File: config.mk
export PLATFORM = sky130hd
export DESIGN_NAME = csms_clock_source_mode_select
export DESIGN_NICKNAME = d
export VERILOG_FILES = /design/src/verilog/csms_pkg.sv /design/src/verilog/csms_cfg_if.sv /design/src/verilog/csms_clock_source_mode_select.sv /design/src/verilog/csms_config_once.sv /design/src/verilog/csms_switch_tracker.sv
export SDC_FILE = /design/constraint.sdc
export NUM_CORES = 1
export LEC_CHECK = 0
export BUFFER_PORTS_ARGS = -buffer_cell sky130_fd_sc_hd__buf_2
export CAP_MARGIN = 20
export CORE_ASPECT_RATIO = 0.5
export CORE_MARGIN = 2
export CORE_UTILIZATION = 40
export CTS_CLUSTER_DIAMETER = 100
export DETAILED_ROUTE_END_ITERATION = 8
export GPL_TIMING_DRIVEN = 0
export PLACE_DENSITY = 0.77
export SLEW_MARGIN = 20
export SYNTH_ARGS = -nofsm -noshare
export SYNTH_HDL_FRONTEND = slang
export SYNTH_SLANG_ARGS = --single-unit
File: constraint.sdc
create_clock -name clk_in -period 1.15 [get_ports clk_in]
set_input_delay 0.0575 -clock clk_in [delete_from_list [all_inputs] [get_ports clk_in]]
set_output_delay 0.0575 -clock clk_in [all_outputs]
set_load 0.02 [all_outputs]
File: src/verilog/csms_pkg.sv
package csms_pkg;

  // ----------------------------------------------------------------
  // Register map
  // ----------------------------------------------------------------
  localparam int unsigned ADDR_W = 20;
  localparam logic [19:0] CONFIG_ADDR = 20'hfffa0;
  localparam logic [19:0] SELECT_ADDR = 20'hfffa4;
  localparam logic [19:0] STATUS_ADDR = 20'hfffa8;
  localparam logic [3:0] BYTE_LANE_ONLY = 4'h1;

  // ----------------------------------------------------------------
  // Field positions, masks and reset values
  // ----------------------------------------------------------------
  localparam int unsigned CFG_MAIN_EXT_BIT = 7;
  localparam int unsigned CFG_MAIN_OSC_BIT = 6;
  localparam int unsigned CFG_SUB_EXT_BIT = 5;
  localparam int unsigned CFG_SUB_OSC_BIT = 4;
  localparam int unsigned CFG_DRIVE_HI_BIT = 2;
  localparam int unsigned CFG_DRIVE_LO_BIT = 1;
  localparam int unsigned CFG_GAIN_BIT = 0;
  localparam logic [7:0] CFG_WRITABLE_MASK = 8'hf7;
  localparam logic [7:0] CONFIG_RESET = 8'h00;
  localparam int unsigned SEL_CPU_STATUS_BIT = 7;
  localparam int unsigned SEL_CPU_SELECT_BIT = 6;
  localparam int unsigned SEL_MAIN_STATUS_BIT = 5;
  localparam int unsigned SEL_MAIN_SELECT_BIT = 4;
  localparam logic [7:0] SELECT_RESET = 8'h00;
  localparam int unsigned ST_LOCKED_BIT = 0;
  localparam int unsigned ST_LATE_WRITE_BIT = 1;
  localparam int unsigned ST_BUSY_BIT = 2;
  localparam int unsigned ST_DRIVE_BAD_BIT = 3;

  // ----------------------------------------------------------------
  // Timing
  // ----------------------------------------------------------------
  localparam int unsigned CLK_PERIOD_NS = 10;
  localparam int unsigned SWITCH_SETTLE_NS = 40;
  localparam int unsigned SWITCH_SETTLE_CYCLES =
    (SWITCH_SETTLE_NS + CLK_PERIOD_NS - 1) / CLK_PERIOD_NS;

  // ----------------------------------------------------------------
  // Modes
  // ----------------------------------------------------------------
  typedef enum logic [1:0] {
    CSMS_PIN_INPUT_PORT,
    CSMS_PIN_OSCILLATOR,
    CSMS_PIN_EXTERNAL_CLOCK
  } csms_pin_mode_t;

  typedef enum logic [1:0] {
    CSMS_DRIVE_LOW_POWER,
    CSMS_DRIVE_NORMAL,
    CSMS_DRIVE_ULTRA_LOW,
    CSMS_DRIVE_PROHIBITED
  } csms_drive_t;

  // Pin-select pair to pin mode, shared by main and sub pins
  function automatic csms_pin_mode_t csms_decode_pin_mode(input logic ext_sel,
                                                          input logic osc_sel);
    csms_pin_mode_t mode;
    if (!osc_sel)
      mode = CSMS_PIN_INPUT_PORT;
    else if (ext_sel)
      mode = CSMS_PIN_EXTERNAL_CLOCK;
    else
      mode = CSMS_PIN_OSCILLATOR;
    return mode;
  endfunction

endpackage

File: src/verilog/csms_cfg_if.sv
`timescale 1ns/100ps
interface csms_cfg_if;
  logic wr_en;
  logic [7:0] wr_data;
  logic [7:0] value;
  logic locked;
  logic late_write;

  modport owner(input wr_en, input wr_data, output value, output locked, output late_write);
  modport user(output wr_en, output wr_data, input value, input locked, input late_write);
endinterface

File: src/verilog/csms_clock_source_mode_select.sv
// Behaviour
// - Pin-mode config takes only first write
// - Pin-mode config readable at any time
// - Reset zeros config and re-arms write
// - Main pin bits decode to pin mode
// - Sub pin bits decode to pin mode
// - Sub drive field selects power level
// - Clock select resets zero, bit access
// - CPU status shows main or sub source
// - CPU select requests main or sub clock
// - Main status shows internal or external source
// - Main select chooses internal or external source
// - Status bits read-only, low bits zero
`timescale 1ns/100ps
module csms_clock_source_mode_select #(
  parameter int unsigned SETTLE_CYCLES = csms_pkg::SWITCH_SETTLE_CYCLES
) (
  input wire logic clk_in,
  input wire logic rst_n_in,
  input wire logic psel_in,
  input wire logic penable_in,
  input wire logic pwrite_in,
  input wire logic [csms_pkg::ADDR_W-1:0] paddr_in,
  input wire logic [31:0] pwdata_in,
  input wire logic [3:0] pstrb_in,
  output logic [31:0] prdata_out,
  output logic pready_out,
  output logic pslverr_out,
  input wire logic main_clock_ready_in,
  input wire logic sub_clock_ready_in,
  output csms_pkg::csms_pin_mode_t main_pin_mode_out,
  output csms_pkg::csms_pin_mode_t sub_pin_mode_out,
  output csms_pkg::csms_drive_t sub_drive_mode_out,
  output logic main_oscillator_high_gain_out,
  output logic config_locked_out,
  output logic cpu_clock_source_select_out,
  output logic cpu_clock_source_status_out,
  output logic main_clock_source_select_out,
  output logic main_clock_source_status_out
);
  import csms_pkg::*;

  // ----------------------------------------------------------------
  // State
  // ----------------------------------------------------------------
  typedef struct packed {
    logic [31:0] rd_data;
    logic ack;
    logic err;
    logic cpu_select;
    logic main_select;
    logic late_write;
    csms_pin_mode_t main_mode;
    csms_pin_mode_t sub_mode;
    csms_drive_t drive;
    logic gain;
  } csms_top_state_t;

  localparam csms_top_state_t TOP_RESET = '{
    rd_data: 32'h0000_0000,
    ack: 1'b0,
    err: 1'b0,
    cpu_select: SELECT_RESET[SEL_CPU_SELECT_BIT],
    main_select: SELECT_RESET[SEL_MAIN_SELECT_BIT],
    late_write: 1'b0,
    main_mode: CSMS_PIN_INPUT_PORT,
    sub_mode: CSMS_PIN_INPUT_PORT,
    drive: CSMS_DRIVE_LOW_POWER,
    gain: 1'b0
  };

  csms_top_state_t st;
  csms_top_state_t next_st;

  // ----------------------------------------------------------------
  // Internal wiring
  // ----------------------------------------------------------------
  csms_cfg_if cfg ();

  logic access;
  logic complete;
  logic hit_config;
  logic hit_select;
  logic hit_status;
  logic lane0;
  logic cfg_write_ok;
  logic cpu_status;
  logic cpu_busy;
  logic main_status;
  logic main_busy;
  logic cpu_target_ready;
  logic main_target_ready;
  logic [7:0] config_view;
  logic [7:0] select_view;
  logic [7:0] status_view;
  logic [7:0] read_byte;
  logic read_err;

  // ----------------------------------------------------------------
  // Bus decode
  // ----------------------------------------------------------------
  // One wait state: read data is captured in the first access cycle so that
  // prdata comes straight from a flop rather than from the decode mux
  assign access = psel_in && penable_in;
  assign complete = access && st.ack;
  assign hit_config = paddr_in == CONFIG_ADDR;
  assign hit_select = paddr_in == SELECT_ADDR;
  assign hit_status = paddr_in == STATUS_ADDR;
  assign lane0 = pstrb_in[0];

  // The config only takes a whole single-byte write; wider or narrower strobes
  // are refused so a stray word store cannot burn the one write
  assign cfg_write_ok = pstrb_in == BYTE_LANE_ONLY;

  // ----------------------------------------------------------------
  // Write-once pin-mode configuration
  // ----------------------------------------------------------------
  assign cfg.wr_en = complete && pwrite_in && hit_config && cfg_write_ok;
  assign cfg.wr_data = pwdata_in[7:0];

  csms_config_once u_config (
    .clk_in(clk_in),
    .rst_n_in(rst_n_in),
    .cfg(cfg.owner)
  );

  // ----------------------------------------------------------------
  // Clock switch trackers
  // ----------------------------------------------------------------
  // Going back to the main clock needs nothing from outside; going to the sub
  // clock waits until the sub source reports ready
  assign cpu_target_ready = st.cpu_select ? sub_clock_ready_in : 1'b1;

  // The internal oscillator is assumed always running while selectable
  assign main_target_ready = st.main_select ? main_clock_ready_in : 1'b1;

  csms_switch_tracker #(
    .SETTLE_CYCLES(SETTLE_CYCLES)
  ) u_cpu_switch (
    .clk_in(clk_in),
    .rst_n_in(rst_n_in),
    .select_in(st.cpu_select),
    .source_ready_in(cpu_target_ready),
    .status_out(cpu_status),
    .busy_out(cpu_busy)
  );

  csms_switch_tracker #(
    .SETTLE_CYCLES(SETTLE_CYCLES)
  ) u_main_switch (
    .clk_in(clk_in),
    .rst_n_in(rst_n_in),
    .select_in(st.main_select),
    .source_ready_in(main_target_ready),
    .status_out(main_status),
    .busy_out(main_busy)
  );

  // ----------------------------------------------------------------
  // Read views
  // ----------------------------------------------------------------
  // Config reads back whatever is held, locked or not
  assign config_view = cfg.value;

  // Select register: status in 7 and 5, selects in 6 and 4, low nibble zero
  always_comb
  begin
    select_view = 8'h00;
    select_view[SEL_CPU_STATUS_BIT] = cpu_status;
    select_view[SEL_CPU_SELECT_BIT] = st.cpu_select;
    select_view[SEL_MAIN_STATUS_BIT] = main_status;
    select_view[SEL_MAIN_SELECT_BIT] = st.main_select;
  end

  // Block status: lock, stray write seen, switch in progress, bad drive code
  always_comb
  begin
    status_view = 8'h00;
    status_view[ST_LOCKED_BIT] = cfg.locked;
    status_view[ST_LATE_WRITE_BIT] = st.late_write;
    status_view[ST_BUSY_BIT] = cpu_busy || main_busy;
    status_view[ST_DRIVE_BAD_BIT] = st.drive == CSMS_DRIVE_PROHIBITED;
  end

  // Read mux and error decode for the captured answer
  always_comb
  begin
    read_byte = 8'h00;
    read_err = 1'b0;
    if (hit_config)
    begin
      read_byte = config_view;
      read_err = pwrite_in && !cfg_write_ok;
    end
    else if (hit_select)
      read_byte = select_view;
    else if (hit_status)
      read_byte = status_view;
    else
      read_err = 1'b1;
  end

  // ----------------------------------------------------------------
  // Next state
  // ----------------------------------------------------------------
  always_comb
  begin
    next_st = st;

    // Handshake: ready rises in the second access cycle and drops after it
    next_st.ack = access && !st.ack;
    if (access && !st.ack)
    begin
      next_st.rd_data = {24'h00_0000, pwrite_in ? 8'h00 : read_byte};
      next_st.err = read_err;
    end
    else if (!access)
    begin
      next_st.rd_data = 32'h0000_0000;
      next_st.err = 1'b0;
    end

    // Clock select: bit stores are byte stores on lane 0; only 6 and 4 land
    if (complete && pwrite_in && hit_select && lane0)
    begin
      next_st.cpu_select = pwdata_in[SEL_CPU_SELECT_BIT];
      next_st.main_select = pwdata_in[SEL_MAIN_SELECT_BIT];
    end

    // Sticky stray-write flag: write 1 clears, a new stray write wins
    if (complete && pwrite_in && hit_status && lane0 && pwdata_in[ST_LATE_WRITE_BIT])
      next_st.late_write = 1'b0;
    if (cfg.late_write)
      next_st.late_write = 1'b1;

    // Registered decode of the pin configuration
    next_st.main_mode = csms_decode_pin_mode(cfg.value[CFG_MAIN_EXT_BIT],
                                             cfg.value[CFG_MAIN_OSC_BIT]);
    next_st.sub_mode = csms_decode_pin_mode(cfg.value[CFG_SUB_EXT_BIT],
                                            cfg.value[CFG_SUB_OSC_BIT]);
    next_st.drive = csms_drive_t'({cfg.value[CFG_DRIVE_HI_BIT],
                                   cfg.value[CFG_DRIVE_LO_BIT]});
    next_st.gain = cfg.value[CFG_GAIN_BIT];
  end

  // ----------------------------------------------------------------
  // State register
  // ----------------------------------------------------------------
  always_ff @(posedge clk_in)
  begin
    if (!rst_n_in)
      st <= TOP_RESET;
    else
      st <= next_st;
  end

  // ----------------------------------------------------------------
  // Outputs
  // ----------------------------------------------------------------
  // Bus answer
  assign prdata_out = st.rd_data;
  assign pready_out = st.ack;
  assign pslverr_out = st.err && st.ack;

  // Pin and oscillator settings; a prohibited drive code is passed on
  // unchanged and flagged in the block status
  assign main_pin_mode_out = st.main_mode;
  assign sub_pin_mode_out = st.sub_mode;
  assign sub_drive_mode_out = st.drive;
  assign main_oscillator_high_gain_out = st.gain;
  assign config_locked_out = cfg.locked;

  // Clock source requests and settled status
  assign cpu_clock_source_select_out = st.cpu_select;
  assign cpu_clock_source_status_out = cpu_status;
  assign main_clock_source_select_out = st.main_select;
  assign main_clock_source_status_out = main_status;

endmodule

File: src/verilog/csms_config_once.sv
`timescale 1ns/100ps
module csms_config_once (
  input wire logic clk_in,
  input wire logic rst_n_in,
  csms_cfg_if.owner cfg
);
  import csms_pkg::*;

  typedef struct packed {
    logic [7:0] value;
    logic locked;
  } csms_once_state_t;

  csms_once_state_t st;
  csms_once_state_t next_st;

  // First write after reset lands, then the register freezes
  always_comb
  begin
    next_st = st;
    if (cfg.wr_en && !st.locked)
    begin
      next_st.value = cfg.wr_data & CFG_WRITABLE_MASK;
      next_st.locked = 1'b1;
    end
  end

  // Reset clears the value and re-arms the single write
  always_ff @(posedge clk_in)
  begin
    if (!rst_n_in)
      st <= '{value: CONFIG_RESET, locked: 1'b0};
    else
      st <= next_st;
  end

  assign cfg.value = st.value;
  assign cfg.locked = st.locked;
  assign cfg.late_write = cfg.wr_en && st.locked;
endmodule

File: src/verilog/csms_switch_tracker.sv
`timescale 1ns/100ps
module csms_switch_tracker #(
  parameter int unsigned SETTLE_CYCLES = 4
) (
  input wire logic clk_in,
  input wire logic rst_n_in,
  input wire logic select_in,
  input wire logic source_ready_in,
  output logic status_out,
  output logic busy_out
);
  import csms_pkg::*;

  localparam int unsigned CW = $clog2(SETTLE_CYCLES + 1);
  localparam logic [CW-1:0] LAST = CW'(SETTLE_CYCLES - 1);

  typedef struct packed {
    logic status;
    logic [CW-1:0] count;
  } csms_trk_state_t;

  csms_trk_state_t st;
  csms_trk_state_t next_st;

  // Status moves only after the new source is ready and the settle time has run,
  // so a half-done switch never shows as done
  always_comb
  begin
    next_st = st;
    if (select_in != st.status && source_ready_in)
    begin
      if (st.count == LAST)
      begin
        next_st.status = select_in;
        next_st.count = '0;
      end
      else
        next_st.count = st.count + CW'(1);
    end
    else
      next_st.count = '0;
  end

  always_ff @(posedge clk_in)
  begin
    if (!rst_n_in)
      st <= '{status: 1'b0, count: '0};
    else
      st <= next_st;
  end

  assign status_out = st.status;
  assign busy_out = select_in != st.status;
endmodule
==> results of run 1 <==
[cell type report]
class                      count  area, µm²  share of cell area, %
buffer                        44      332.8                  12.72
clock buffer                   5      68.82                  2.629
clock inverter                 3      42.54                  1.625
inverter                      10      37.54                  1.434
multi-input combinational    152       1026                  39.20
sequential                    36      729.5                  27.87
tap                           66      82.58                  3.155
timing repair buffer          59      297.8                  11.38
[routing by layer]
layer,GRT usage [%],vias up
met1,18.75,826
met4,7.556,0
met5,0,-
li1,-,878
met2,31.91,69
met3,4.359,11
[power by group]
part / internal, mW / switching [mW] / leakage (nW)
Combinational: 0.137 / 0.184 / 0.954
Sequential: 1.25 / 0.00498 / 0.293
Clock: 0.642 / 0.477 / 0.0541
[sequential cells by signal (all words and copies together) (netlist names), 2 cells and up]
register and flops:
sub_pin_mode_out 2, st 2, u_cpu_switch.st 3, u_config.cfg.value 7
u_main_switch.st 3, prdata_out 8, sub_drive_mode_out 2, main_pin_mode_out 2
[Yosys cell counts]
library cell  count  area [µm²]
o21ai_0           7       35.03
nor3_2            1       10.01
nor3_1            5       25.02
nand4_1           6       37.54
a21o_1            1       7.510
xnor2_1           1       8.760
conb_1            1       3.750
nor2_1           12       45.04
and4_2            2       20.02
o31ai_1           2       15.01
a31o_2            1       8.760
a211o_1           2       17.52
nor4_1            3       18.77
and3_1            5       31.28
mux2_2            2       22.52
and4bb_2          1       12.51
nor2b_1           2       12.51
nand3_1          10       50.05
buf_6             2       22.52
nand4_4           1       21.27
and4_1            2       17.52
nand2b_1          3       18.77
ha_1              4       50.05
dfxtp_1          36       720.7
mux2i_1          11       110.1
o2111ai_1         1       8.760
and2_1            2       12.51
clkbuf_1          4       15.01
nand3b_1          2       15.01
inv_1            10       37.54
buf_4            38       285.3
or4_4             1       11.26
nor4b_2           1       15.01
o21a_1            1       7.510
a21boi_0          1       7.510
nand2_1          22       82.58
a21oi_1           9       45.04
a31oi_1           2       12.51
nand4bb_1         2       22.52
[tightest hold or removal path, cell delays in order]
cell     delay [ns]
buf_2          0.10
nand2_1        0.04
mux2i_1        0.05
[worst paths after layout]
check / end / cells past startpoint / from / slack (ns)
worst min-delay path: u_config.cfg.value[7]$_SDFFE_PN0P_ / 3 / pwdata_in[7] / 0.003
worst max-delay path: u_config.cfg.value[2]$_SDFFE_PN0P_ / 4 / pready_out$_SDFF_PN0_ / -0.09
worst min register to register: u_main_switch.st[0]$_SDFF_PP0_ / 1 / u_main_switch.st[0]$_SDFF_PP0_ / 0.42
worst max register to register: u_config.cfg.value[2]$_SDFFE_PN0P_ / 4 / pready_out$_SDFF_PN0_ / -0.09
[repair_timing]
action                                  4_1_cts  5_1_grt
cloned                                        0        0
endpoints found under the setup margin       22       25
pin swaps                                     7       11
setup buffers                                 1        0
gates resized for setup                       3       18
endpoints found under the hold margin         0        0
[stage by stage]
step                      setup slack (ns)  power (mW)  std cells  utilization, %
after floorplan                   -0.04621       1.485        242               -
after global placement             -0.1351       1.581        366           53.61
after detailed placement           -0.1759       1.585        366           53.61
after CTS                         -0.06336       2.685        375           56.46
after global routing               -0.1391       2.777        375           58.05
final                             -0.08992       2.691        375           58.05
[cell families after synthesis]
logic type,synth area share [%]
adders and majority gates,2.606
buffers and inverters,18.76
muxes,6.906
DFF,37.52
AOI/OAI and AO/OA,8.599
xor gates and xnor gates,0.4561
and+or+nand+nor,24.95
other,0.1953
==> summary.md, run 1 <==
| Metric | Value |
|---|---|
| Clock buffer count from CTS | `5` |
| Post-route minimum period | `1.240 ns` |
| GRT Resource Usage Total | `17.12%` |
| Nets | `375` |
| Routed WL | `4.578 mm` |
| Rows | `17` |
| Mapped Area | `1921 µm²` |
| Buf+Inv Stages, Crit Path | `0` |
| Max_cap viols | `0` |
| CP arrival | `roughly 1.4 ns` |
| Routed Antenna Nets | `0` |
| Slew HR | `64.20%` |
| H-tree depth | `2` |
| Final setup violation count | `16` |
| Worst skew pair latency | `0.29 ns` |
| Initial antenna violation count | `0` |
| Post-synthesis cell type count | `39` |
| Worst Path Max Fanout | `7` |
| Clk slew on worst S/H paths | `about 0.080 ns` |
| Clk_skew | `about 0.0085 ns` |
| Slew @ Worst Pin | `0.5370 ns` |
| Failing checks | `negative setup slack` |
| Initial Utilization | `a little over two fifths` |
| Final worst slack | `-0.08992 ns` |
| CP Class | `flop to flop` |
| # hold bufs at CTS | `0` |
| Worst setup EP type | `flop` |
| Clock sink count | `36` |
| Die height | `53.00 µm` |
| Metal2 WL | `2.318 mm` |
| CP Launch Type | `flop` |
| Hold_ws | `0.003054 ns` |
| Hold crit path type | `primary input to flop` |
| Final Wtd Congestion | `0.8393` |
| Global-route wire length before repair | `7.003 mm` |
| Vias per inst | `4.757` |
| RSZ-0062 raised after global routing | `true` |
| Most frequent cells in the layout | `58 x buf_2, 39 x buf_4, 31 x dfxtp_1` |
| CP peak stage delay | `0.41 ns` |
| Number of hold violations in the final report | `0` |
| Lkg Pwr | `1.301 nW` |
| Req. time, crit path | `roughly 1.3 ns` |
| Cell Chain, Critical Path | `nand3_2 -> nor3_4 -> nand4_4 -> mux2i_1` |
| Top-Level Pins | `approximately 110` |
| Finished Cell Area | `2618 µm²` |
| Placed Area | `between 2000 and 2500 µm²` |
| FF+latch count, synth | `36` |
| IO buf count | `58` |
| Seq/Total Area, Yosys | `37.52%` |
| CTS tree | `built` |
| Met3 WL post-DR | `333 µm` |
| Die ar. | `5405 µm²` |
| Vias in the first global route | `1632` |
| Area grow syn2layout | `36.29%` |
| PD cells | `1028 nW/µm²` |
| Syn Area/Cell | `8.770 µm²` |
| Highest metal used | `met4` |
| Layout cells sized above 1 | `a little over two fifths` |
| Ys Warns | `0` |
| Clk root buf | `clkbuf_8` |
| Period utilization | `107.8%` |
| DRT iter0 DRCs | `between 50 and 60` |
| WL per Instance | `12.21 µm` |
| DR vias | `roughly 1800` |
| Max IR drop VDD | `0.5095 mV` |
| GR Overflow Total | `0` |
| Fin Setup TNS | `-1.038 ns` |
| Outcome | `finished, violations left` |
| Most common cell after layout, fill and taps aside | `buf_2` |
| Detailed Place HPWL | `3.443 mm` |
| CORE AREA | `4509 µm²` |
| Post-synthesis instance total | `219` |
| Drt pass-1 iters | `4` |
| Pins Over Slew Limit | `0` |
| CP max-delay cell | `dfxtp_4` |
| F_max | `around 800 MHz` |
| Kind of cell adding the most delay to the critical path | `simple AND/OR/NAND/NOR gates` |
| Antenna diodes | `0` |
| DRC Markers | `0` |
| CTS Buffer Depth | `2` |
| Largest net degree at the start of global routing | `13` |
| M1 WL | `1.838 mm` |
| Fill cells | `418` |
| Die W | `102.0 µm` |
Power figures use the tool's default switching activity.
==> run 2, diff against run 1 <==
--- a/config.mk
+++ b/config.mk
@@ -18,3 +18,4 @@
 export SYNTH_ARGS = -nofsm -noshare
 export SYNTH_HDL_FRONTEND = slang
 export SYNTH_SLANG_ARGS = --single-unit
+export TNS_END_PERCENT = 10
==> run 2 against run 1 <==
Against the previous run:
- the flow finishes with violations (negative hold slack, negative setup slack)
- first-iteration DRC count grew 44%
- count of clock-buffer cells in the layout up 2
- cell area fell by 2.5%
- cell count unchanged
- die area did not move
- utilization down 1.4 points
==> summary.md, run 2 (same netlist as run 1, synthesis figures left out) <==
| Metric | Value |
|---|---|
| Clk root buf | `clkbuf_8 (unchanged)` |
| Worst slack at placement | `-0.3151 ns (was -0.1759 ns)` |
| Nets | `375 (unchanged)` |
| Detailed Place HPWL | `3.475 mm (was 3.443 mm)` |
| Vias in the first global route | `1655 (was 1632)` |
| Lkg Pwr | `1.292 nW (was 1.301 nW)` |
| R2R setup slack | `-0.05 ns (was -0.09 ns)` |
| Die W | `102.0 µm (unchanged)` |
| Rows | `17 (unchanged)` |
| Final Wtd Congestion | `0.8619 (was 0.8393)` |
| Most frequent cells in the layout | `58 x buf_2, 39 x buf_4, 35 x dfxtp_1 (was 58 x buf_2, 39 x buf_4, 31 x dfxtp_1)` |
| Hold crit path type | `primary input to flop (unchanged)` |
| Number of hold violations in the final report | `2 (was 0)` |
| Clock sink count | `36 (unchanged)` |
| PD cells | `987.6 nW/µm² (was 1028 nW/µm²)` |
| DRC Markers | `0 (unchanged)` |
| Die ar. | `5405 µm² (unchanged)` |
| Global-route wire length before repair | `7.113 mm (was 7.003 mm)` |
| CTS tree | `built (unchanged)` |
| Reg-to-Reg End | `u_config.cfg.value[7]$_SDFFE_PN0P_ (was u_config.cfg.value[2]$_SDFFE_PN0P_)` |
| F_max | `807.5 MHz (was 806.5 MHz)` |
| Clk slew on worst S/H paths | `0.07 ns (was 0.08 ns)` |
| Antenna diodes | `0 (unchanged)` |
| Die height | `53.00 µm (unchanged)` |
| Routed WL | `4.424 mm (was 4.578 mm)` |
| Period utilization | `107.7% (was 107.8%)` |
| Max_cap viols | `0 (unchanged)` |
| CP arrival | `1.18 ns (was 1.42 ns)` |
| Initial Utilization | `42.59% (unchanged)` |
| DR vias | `1747 (was 1784)` |
| Max IR drop VDD | `0.5338 mV (was 0.5095 mV)` |
| Routed Antenna Nets | `0 (unchanged)` |
| Worst Path Max Fanout | `10 (was 7)` |
| CTS Buffer Depth | `2 (unchanged)` |
| Vias per inst | `4.659 (was 4.757)` |
| Layout cells sized above 1 | `40.13% (was 43.04%)` |
| Max FFs per register | `8 (unchanged)` |
| Initial antenna violation count | `0 (unchanged)` |
| Hold_ws | `-0.001539 ns (was 0.003054 ns)` |
| Largest net degree at the start of global routing | `12 (was 13)` |
| H-tree depth | `2 (unchanged)` |
| WL per Instance | `11.80 µm (was 12.21 µm)` |
| Clock buffer count from CTS | `5 (unchanged)` |
| Final worst slack | `-0.08833 ns (was -0.08992 ns)` |
| Worst setup EP type | `output port (was flop)` |
| Final setup violation count | `11 (was 16)` |
| Worst r2r path cells | `4 (unchanged)` |
| GRT Resource Usage Total | `17.51% (was 17.12%)` |
| Most common cell after layout, fill and taps aside | `buf_2 (unchanged)` |
| DRT iter0 DRCs | `78 (was 54)` |
| RSZ-0062 raised after global routing | `true (unchanged)` |
| RR Startpoint | `pready_out$_SDFF_PN0_ (unchanged)` |
| Top-Level Pins | `109 (unchanged)` |
| IO buf count | `58 (unchanged)` |
| Final core occ | `56.60% (was 58.05%)` |
| Pins Over Slew Limit | `0 (unchanged)` |
| Outcome | `finished, violations left (unchanged)` |
| Setup bufs post-CTS | `0 (was 1)` |
| Req. time, crit path | `1.09 ns (was 1.33 ns)` |
| Worst skew pair latency | `0.30 ns (was 0.29 ns)` |
| CP Class | `flop to output port (was flop to flop)` |
| Post-route minimum period | `1.238 ns (was 1.240 ns)` |
| CORE AREA | `4509 µm² (unchanged)` |
| CP Launch Type | `flop (unchanged)` |
| Area grow syn2layout | `32.90% (was 36.29%)` |
| GR Overflow Total | `0 (unchanged)` |
| Clk_skew | `0.005237 ns (was 0.008530 ns)` |
| Crit path from | `pready_out$_SDFF_PN0_ (unchanged)` |
| CP Capture Point | `pslverr_out (was u_config.cfg.value[2]$_SDFFE_PN0P_)` |
| Drt pass-1 iters | `4 (unchanged)` |
| Failing checks | `negative hold slack, negative setup slack (was negative setup slack)` |
[run 2: repair_timing]
action / CTS / global route
endpoints found under the hold margin: 1 / 0
hold buffers: 1 / 0
resized for setup: 5 / 6
setup endpoints to repair: 21 / 29
pin swaps: 4 / 8
[run 2: critical path, stage by stage, from the launching register on]
cell     delay (ns)
dfxtp_4        0.41
buf_4          0.19
and2_1         0.13
buf_2          0.15
[run 2: worst min-delay path by stage]
stage                       startpoint                                 end  slack (ns)  cells past startpoint
after floorplan           pwdata_in[0]  u_config.cfg.value[0]$_SDFFE_PN0P_        0.20                      2
after global placement    pwdata_in[0]  u_config.cfg.value[0]$_SDFFE_PN0P_        0.31                      3
after detailed placement  pwdata_in[0]  u_config.cfg.value[0]$_SDFFE_PN0P_        0.31                      3
after CTS                 pwdata_in[0]  u_config.cfg.value[0]$_SDFFE_PN0P_       0.001                      3
after global routing      pwdata_in[7]  u_config.cfg.value[7]$_SDFFE_PN0P_       0.001                      3
final                     pwdata_in[7]  u_config.cfg.value[7]$_SDFFE_PN0P_      -0.002                      3
[run 2: per-stage QoR]
stage | cells | power (mW) | cell area, µm² | TNS [ns]
floorplan | 242 | 1.483 | 2031 | -0.4607
global placement | 366 | 1.577 | 2404 | -2.467
detailed placement | 366 | 1.581 | 2404 | -3.099
CTS | 375 | 2.520 | 2531 | -0.4066
global route | 375 | 2.606 | 2552 | -1.856
finish | 375 | 2.521 | 2552 | -0.4838
[run 2: final cells by class]
cell class | instances | area, µm²
timing repair buffer | 59 | 300.3
tap | 66 | 82.58
buffer | 44 | 326.6
inverter | 10 | 37.54
clock inverter | 1 | 6.256
sequential | 36 | 724.4
clock buffer | 7 | 86.33
multi-input combinational | 152 | 988.4
fill | 416 | 1957
[run 2: where the power goes]
group	switching [mW]	internal (mW)
Combinational	0.182	0.137
Clock	0.461	0.488
Sequential	0.00561	1.25
Total	0.649	1.87
[run 2: routing by layer]
layer | routed length, µm | GRT usage (%) | up-vias
met5 | 0 | 0 | -
met1 | 1775 | 18.31 | 794
met3 | 302 | 5.680 | 9
met2 | 2274 | 33.44 | 63
li1 | - | - | 881
met4 | 72 | 6.444 | 0
==> run 3, diff against run 2 <==
--- a/config.mk
+++ b/config.mk
@@ -9,11 +9,12 @@
 export CAP_MARGIN = 20
 export CORE_ASPECT_RATIO = 0.5
 export CORE_MARGIN = 2
-export CORE_UTILIZATION = 40
+export CORE_UTILIZATION = 41
+export CTS_BUF_LIST = sky130_fd_sc_hd__clkbuf_8
 export CTS_CLUSTER_DIAMETER = 100
 export DETAILED_ROUTE_END_ITERATION = 8
 export GPL_TIMING_DRIVEN = 0
-export PLACE_DENSITY = 0.77
+export PLACE_DENSITY = 0.78
 export SLEW_MARGIN = 20
 export SYNTH_ARGS = -nofsm -noshare
 export SYNTH_HDL_FRONTEND = slang
==> run 3 against run 2 <==
Against the previous run:
- the flow finishes with violations (negative setup slack)
- power up 11%
- register-to-register slack lost 0.08 ns
- largest power group unchanged
- clock power increased by 29%
- largest cell class unchanged
==> summary.md, run 3 (same netlist as run 1, synthesis figures left out) <==
| Metric | Value |
|---|---|
| Max_cap viols | `0 (unchanged)` |
| Clk root buf | `clkbuf_8 (unchanged)` |
| Worst setup EP type | `output port (unchanged)` |
| CP peak stage delay | `0.42 ns (was 0.41 ns)` |
| F_max | `771.8 MHz (was 807.5 MHz)` |
| Post-route minimum period | `1.296 ns (was 1.238 ns)` |
| Kind of cell adding the most delay to the critical path | `flip-flops (unchanged)` |
| Max IR drop VDD | `0.4636 mV (was 0.5338 mV)` |
| CTS tree | `built (unchanged)` |
| CTS Buffer Depth | `2 (unchanged)` |
| Buf+Inv Stages, Crit Path | `2 (unchanged)` |
| Rows | `17 (unchanged)` |
| Clock buffer count from CTS | `5 (unchanged)` |
| Max FFs per register | `8 (unchanged)` |
| Final core occ | `57.78% (was 56.60%)` |
| Worst Path Max Fanout | `10 (unchanged)` |
| Final worst slack | `-0.1457 ns (was -0.08833 ns)` |
| DR vias | `1781 (was 1747)` |
| Die ar. | `5281 µm² (was 5405 µm²)` |
| Detailed Place HPWL | `3.617 mm (was 3.475 mm)` |
| Clk slew on worst S/H paths | `0.07 ns (about the same)` |
| Top-Level Pins | `109 (unchanged)` |
| GRT Resource Usage Total | `18.43% (was 17.51%)` |
| WL per Instance | `12.69 µm (was 11.80 µm)` |
| Antenna diodes | `0 (unchanged)` |
| H-tree depth | `2 (unchanged)` |
| Hold crit path type | `primary input to flop (unchanged)` |
| Clk_skew | `0.004922 ns (was 0.005237 ns)` |
| RR Startpoint | `pready_out$_SDFF_PN0_ (unchanged)` |
| IO buf count | `58 (unchanged)` |
| Routed WL | `4.633 mm (was 4.424 mm)` |
| CORE AREA | `4446 µm² (was 4509 µm²)` |
| PD cells | `1088 nW/µm² (was 987.6 nW/µm²)` |
| Final setup violation count | `13 (was 11)` |
| Vias per inst | `4.879 (was 4.659)` |
| Fin Setup TNS | `-1.218 ns (was -0.4838 ns)` |
| Lkg Pwr | `1.302 nW (was 1.292 nW)` |
| Worst skew pair latency | `0.29 ns (was 0.30 ns)` |
| Global-route wire length before repair | `7.396 mm (was 7.113 mm)` |
| Die height | `52.40 µm (was 53.00 µm)` |
| Most common cell after layout, fill and taps aside | `buf_2 (unchanged)` |
| Routed Antenna Nets | `0 (unchanged)` |
| Final Wtd Congestion | `0.8827 (was 0.8619)` |
| Drt pass-1 iters | `4 (unchanged)` |
| Pins Over Slew Limit | `0 (unchanged)` |
| Layout cells sized above 1 | `41.23% (was 40.13%)` |
| Clock sink count | `36 (unchanged)` |
| R2R setup slack | `-0.13 ns (was -0.05 ns)` |
| Hold EP | `u_config.cfg.value[2]$_SDFFE_PN0P_ (was u_config.cfg.value[7]$_SDFFE_PN0P_)` |
| Hold Path Cell Cnt | `3 (unchanged)` |
| Vias in the first global route | `1720 (was 1655)` |
| Inst Count DP | `357 (was 366)` |
| CP Class | `flop to output port (unchanged)` |
| Initial antenna violation count | `0 (unchanged)` |
| Initial Utilization | `43.20% (was 42.59%)` |
| DRT iter0 DRCs | `139 (was 78)` |
| Reg-to-Reg End | `u_config.cfg.value[7]$_SDFFE_PN0P_ (unchanged)` |
| CP arrival | `1.24 ns (was 1.18 ns)` |
| DRC Markers | `0 (unchanged)` |
| Die W | `100.8 µm (was 102.0 µm)` |
| Most frequent cells in the layout | `58 x buf_2, 38 x buf_4, 34 x dfxtp_1 (was 58 x buf_2, 39 x buf_4, 35 x dfxtp_1)` |
| Hold_ws | `0.01468 ns (was -0.001539 ns)` |
| Number of hold violations in the final report | `0 (was 2)` |
| CP Launch Type | `flop (unchanged)` |
| Outcome | `finished, violations left (unchanged)` |
| GR Overflow Total | `0 (unchanged)` |
| Period utilization | `112.7% (was 107.7%)` |
| Largest net degree at the start of global routing | `12 (unchanged)` |
| CP max-delay cell | `dfxtp_4 (unchanged)` |
| Nets | `374 (was 375)` |
| Setup bufs post-CTS | `0 (unchanged)` |
| Worst hold start | `pwdata_in[2] (was pwdata_in[7])` |
| Req. time, crit path | `1.09 ns (about the same)` |
| Cell Chain, Critical Path | `clkbuf_4 -> and2_1 -> buf_2 (was buf_4 -> and2_1 -> buf_2)` |
| Non-Filler Instances | `365 (was 375)` |
| Failing checks | `negative setup slack (was negative hold slack, negative setup slack)` |
| RSZ-0062 raised after global routing | `true (unchanged)` |
| Worst r2r path cells | `4 (unchanged)` |
| Worst slack at placement | `-0.3164 ns (was -0.3151 ns)` |
| Area grow syn2layout | `33.75% (was 32.90%)` |
[run 3: what timing repair did]
action | CTS | global route
hold buffers | 0 | 0
setup endpoints to repair | 22 | 26
pin swaps | 4 | 2
gates cloned | 0 | 0
resized for setup | 5 | 12
[run 3: stage by stage]
stage | power [mW] | area [µm²]
after floorplan | 1.483 | 2031
after global placement | 1.577 | 2392
after detailed placement | 1.582 | 2392
after CTS | 2.793 | 2537
after global routing | 2.898 | 2569
final | 2.796 | 2569
[run 3: layout make-up]
class                      instances  area, µm²
fill                             389       1877
multi-input combinational        152      991.0
sequential                        36      725.7
buffer                            44      326.6
timing repair buffer              58      290.3
clock buffer                       7      96.34
tap                               57      71.32
inverter                          10      37.54
clock inverter                     1      30.03
[run 3: power breakdown]
part	total (mW)	internal (mW)	switching (mW)
registers	1.25	1.25	0.00577
clock network	1.22	0.765	0.457
logic	0.321	0.134	0.186
[run 3: worst max-delay path by stage]
stage	start	to	slack, ns	cells after the start
after floorplan	pready_out$_SDFF_PN0_	prdata_out[2]$_SDFFE_PN0P_	-0.05	3
after global placement	pready_out$_SDFF_PN0_	prdata_out[2]$_SDFFE_PN0P_	-0.26	3
after detailed placement	pready_out$_SDFF_PN0_	prdata_out[2]$_SDFFE_PN0P_	-0.32	3
after CTS	pready_out$_SDFF_PN0_	prdata_out[2]$_SDFFE_PN0P_	-0.11	3
after global routing	pready_out$_SDFF_PN0_	u_config.cfg.value[7]$_SDFFE_PN0P_	-0.19	4
final	pready_out$_SDFF_PN0_	pslverr_out	-0.15	3
[run 3: tightest hold or removal path, cell delays in order]
cell and delay, ns:
buf_2 0.10, nand2_1 0.05, mux2i_1 0.05
[run 3: metal layers]
metal / part of all wire [%] / GRT usage, %
met2: 51 / 35.67
met3: 7.9 / 4.400
met1: 38 / 19.30
met4: 2.2 / 8.447
met5: 0 / 0
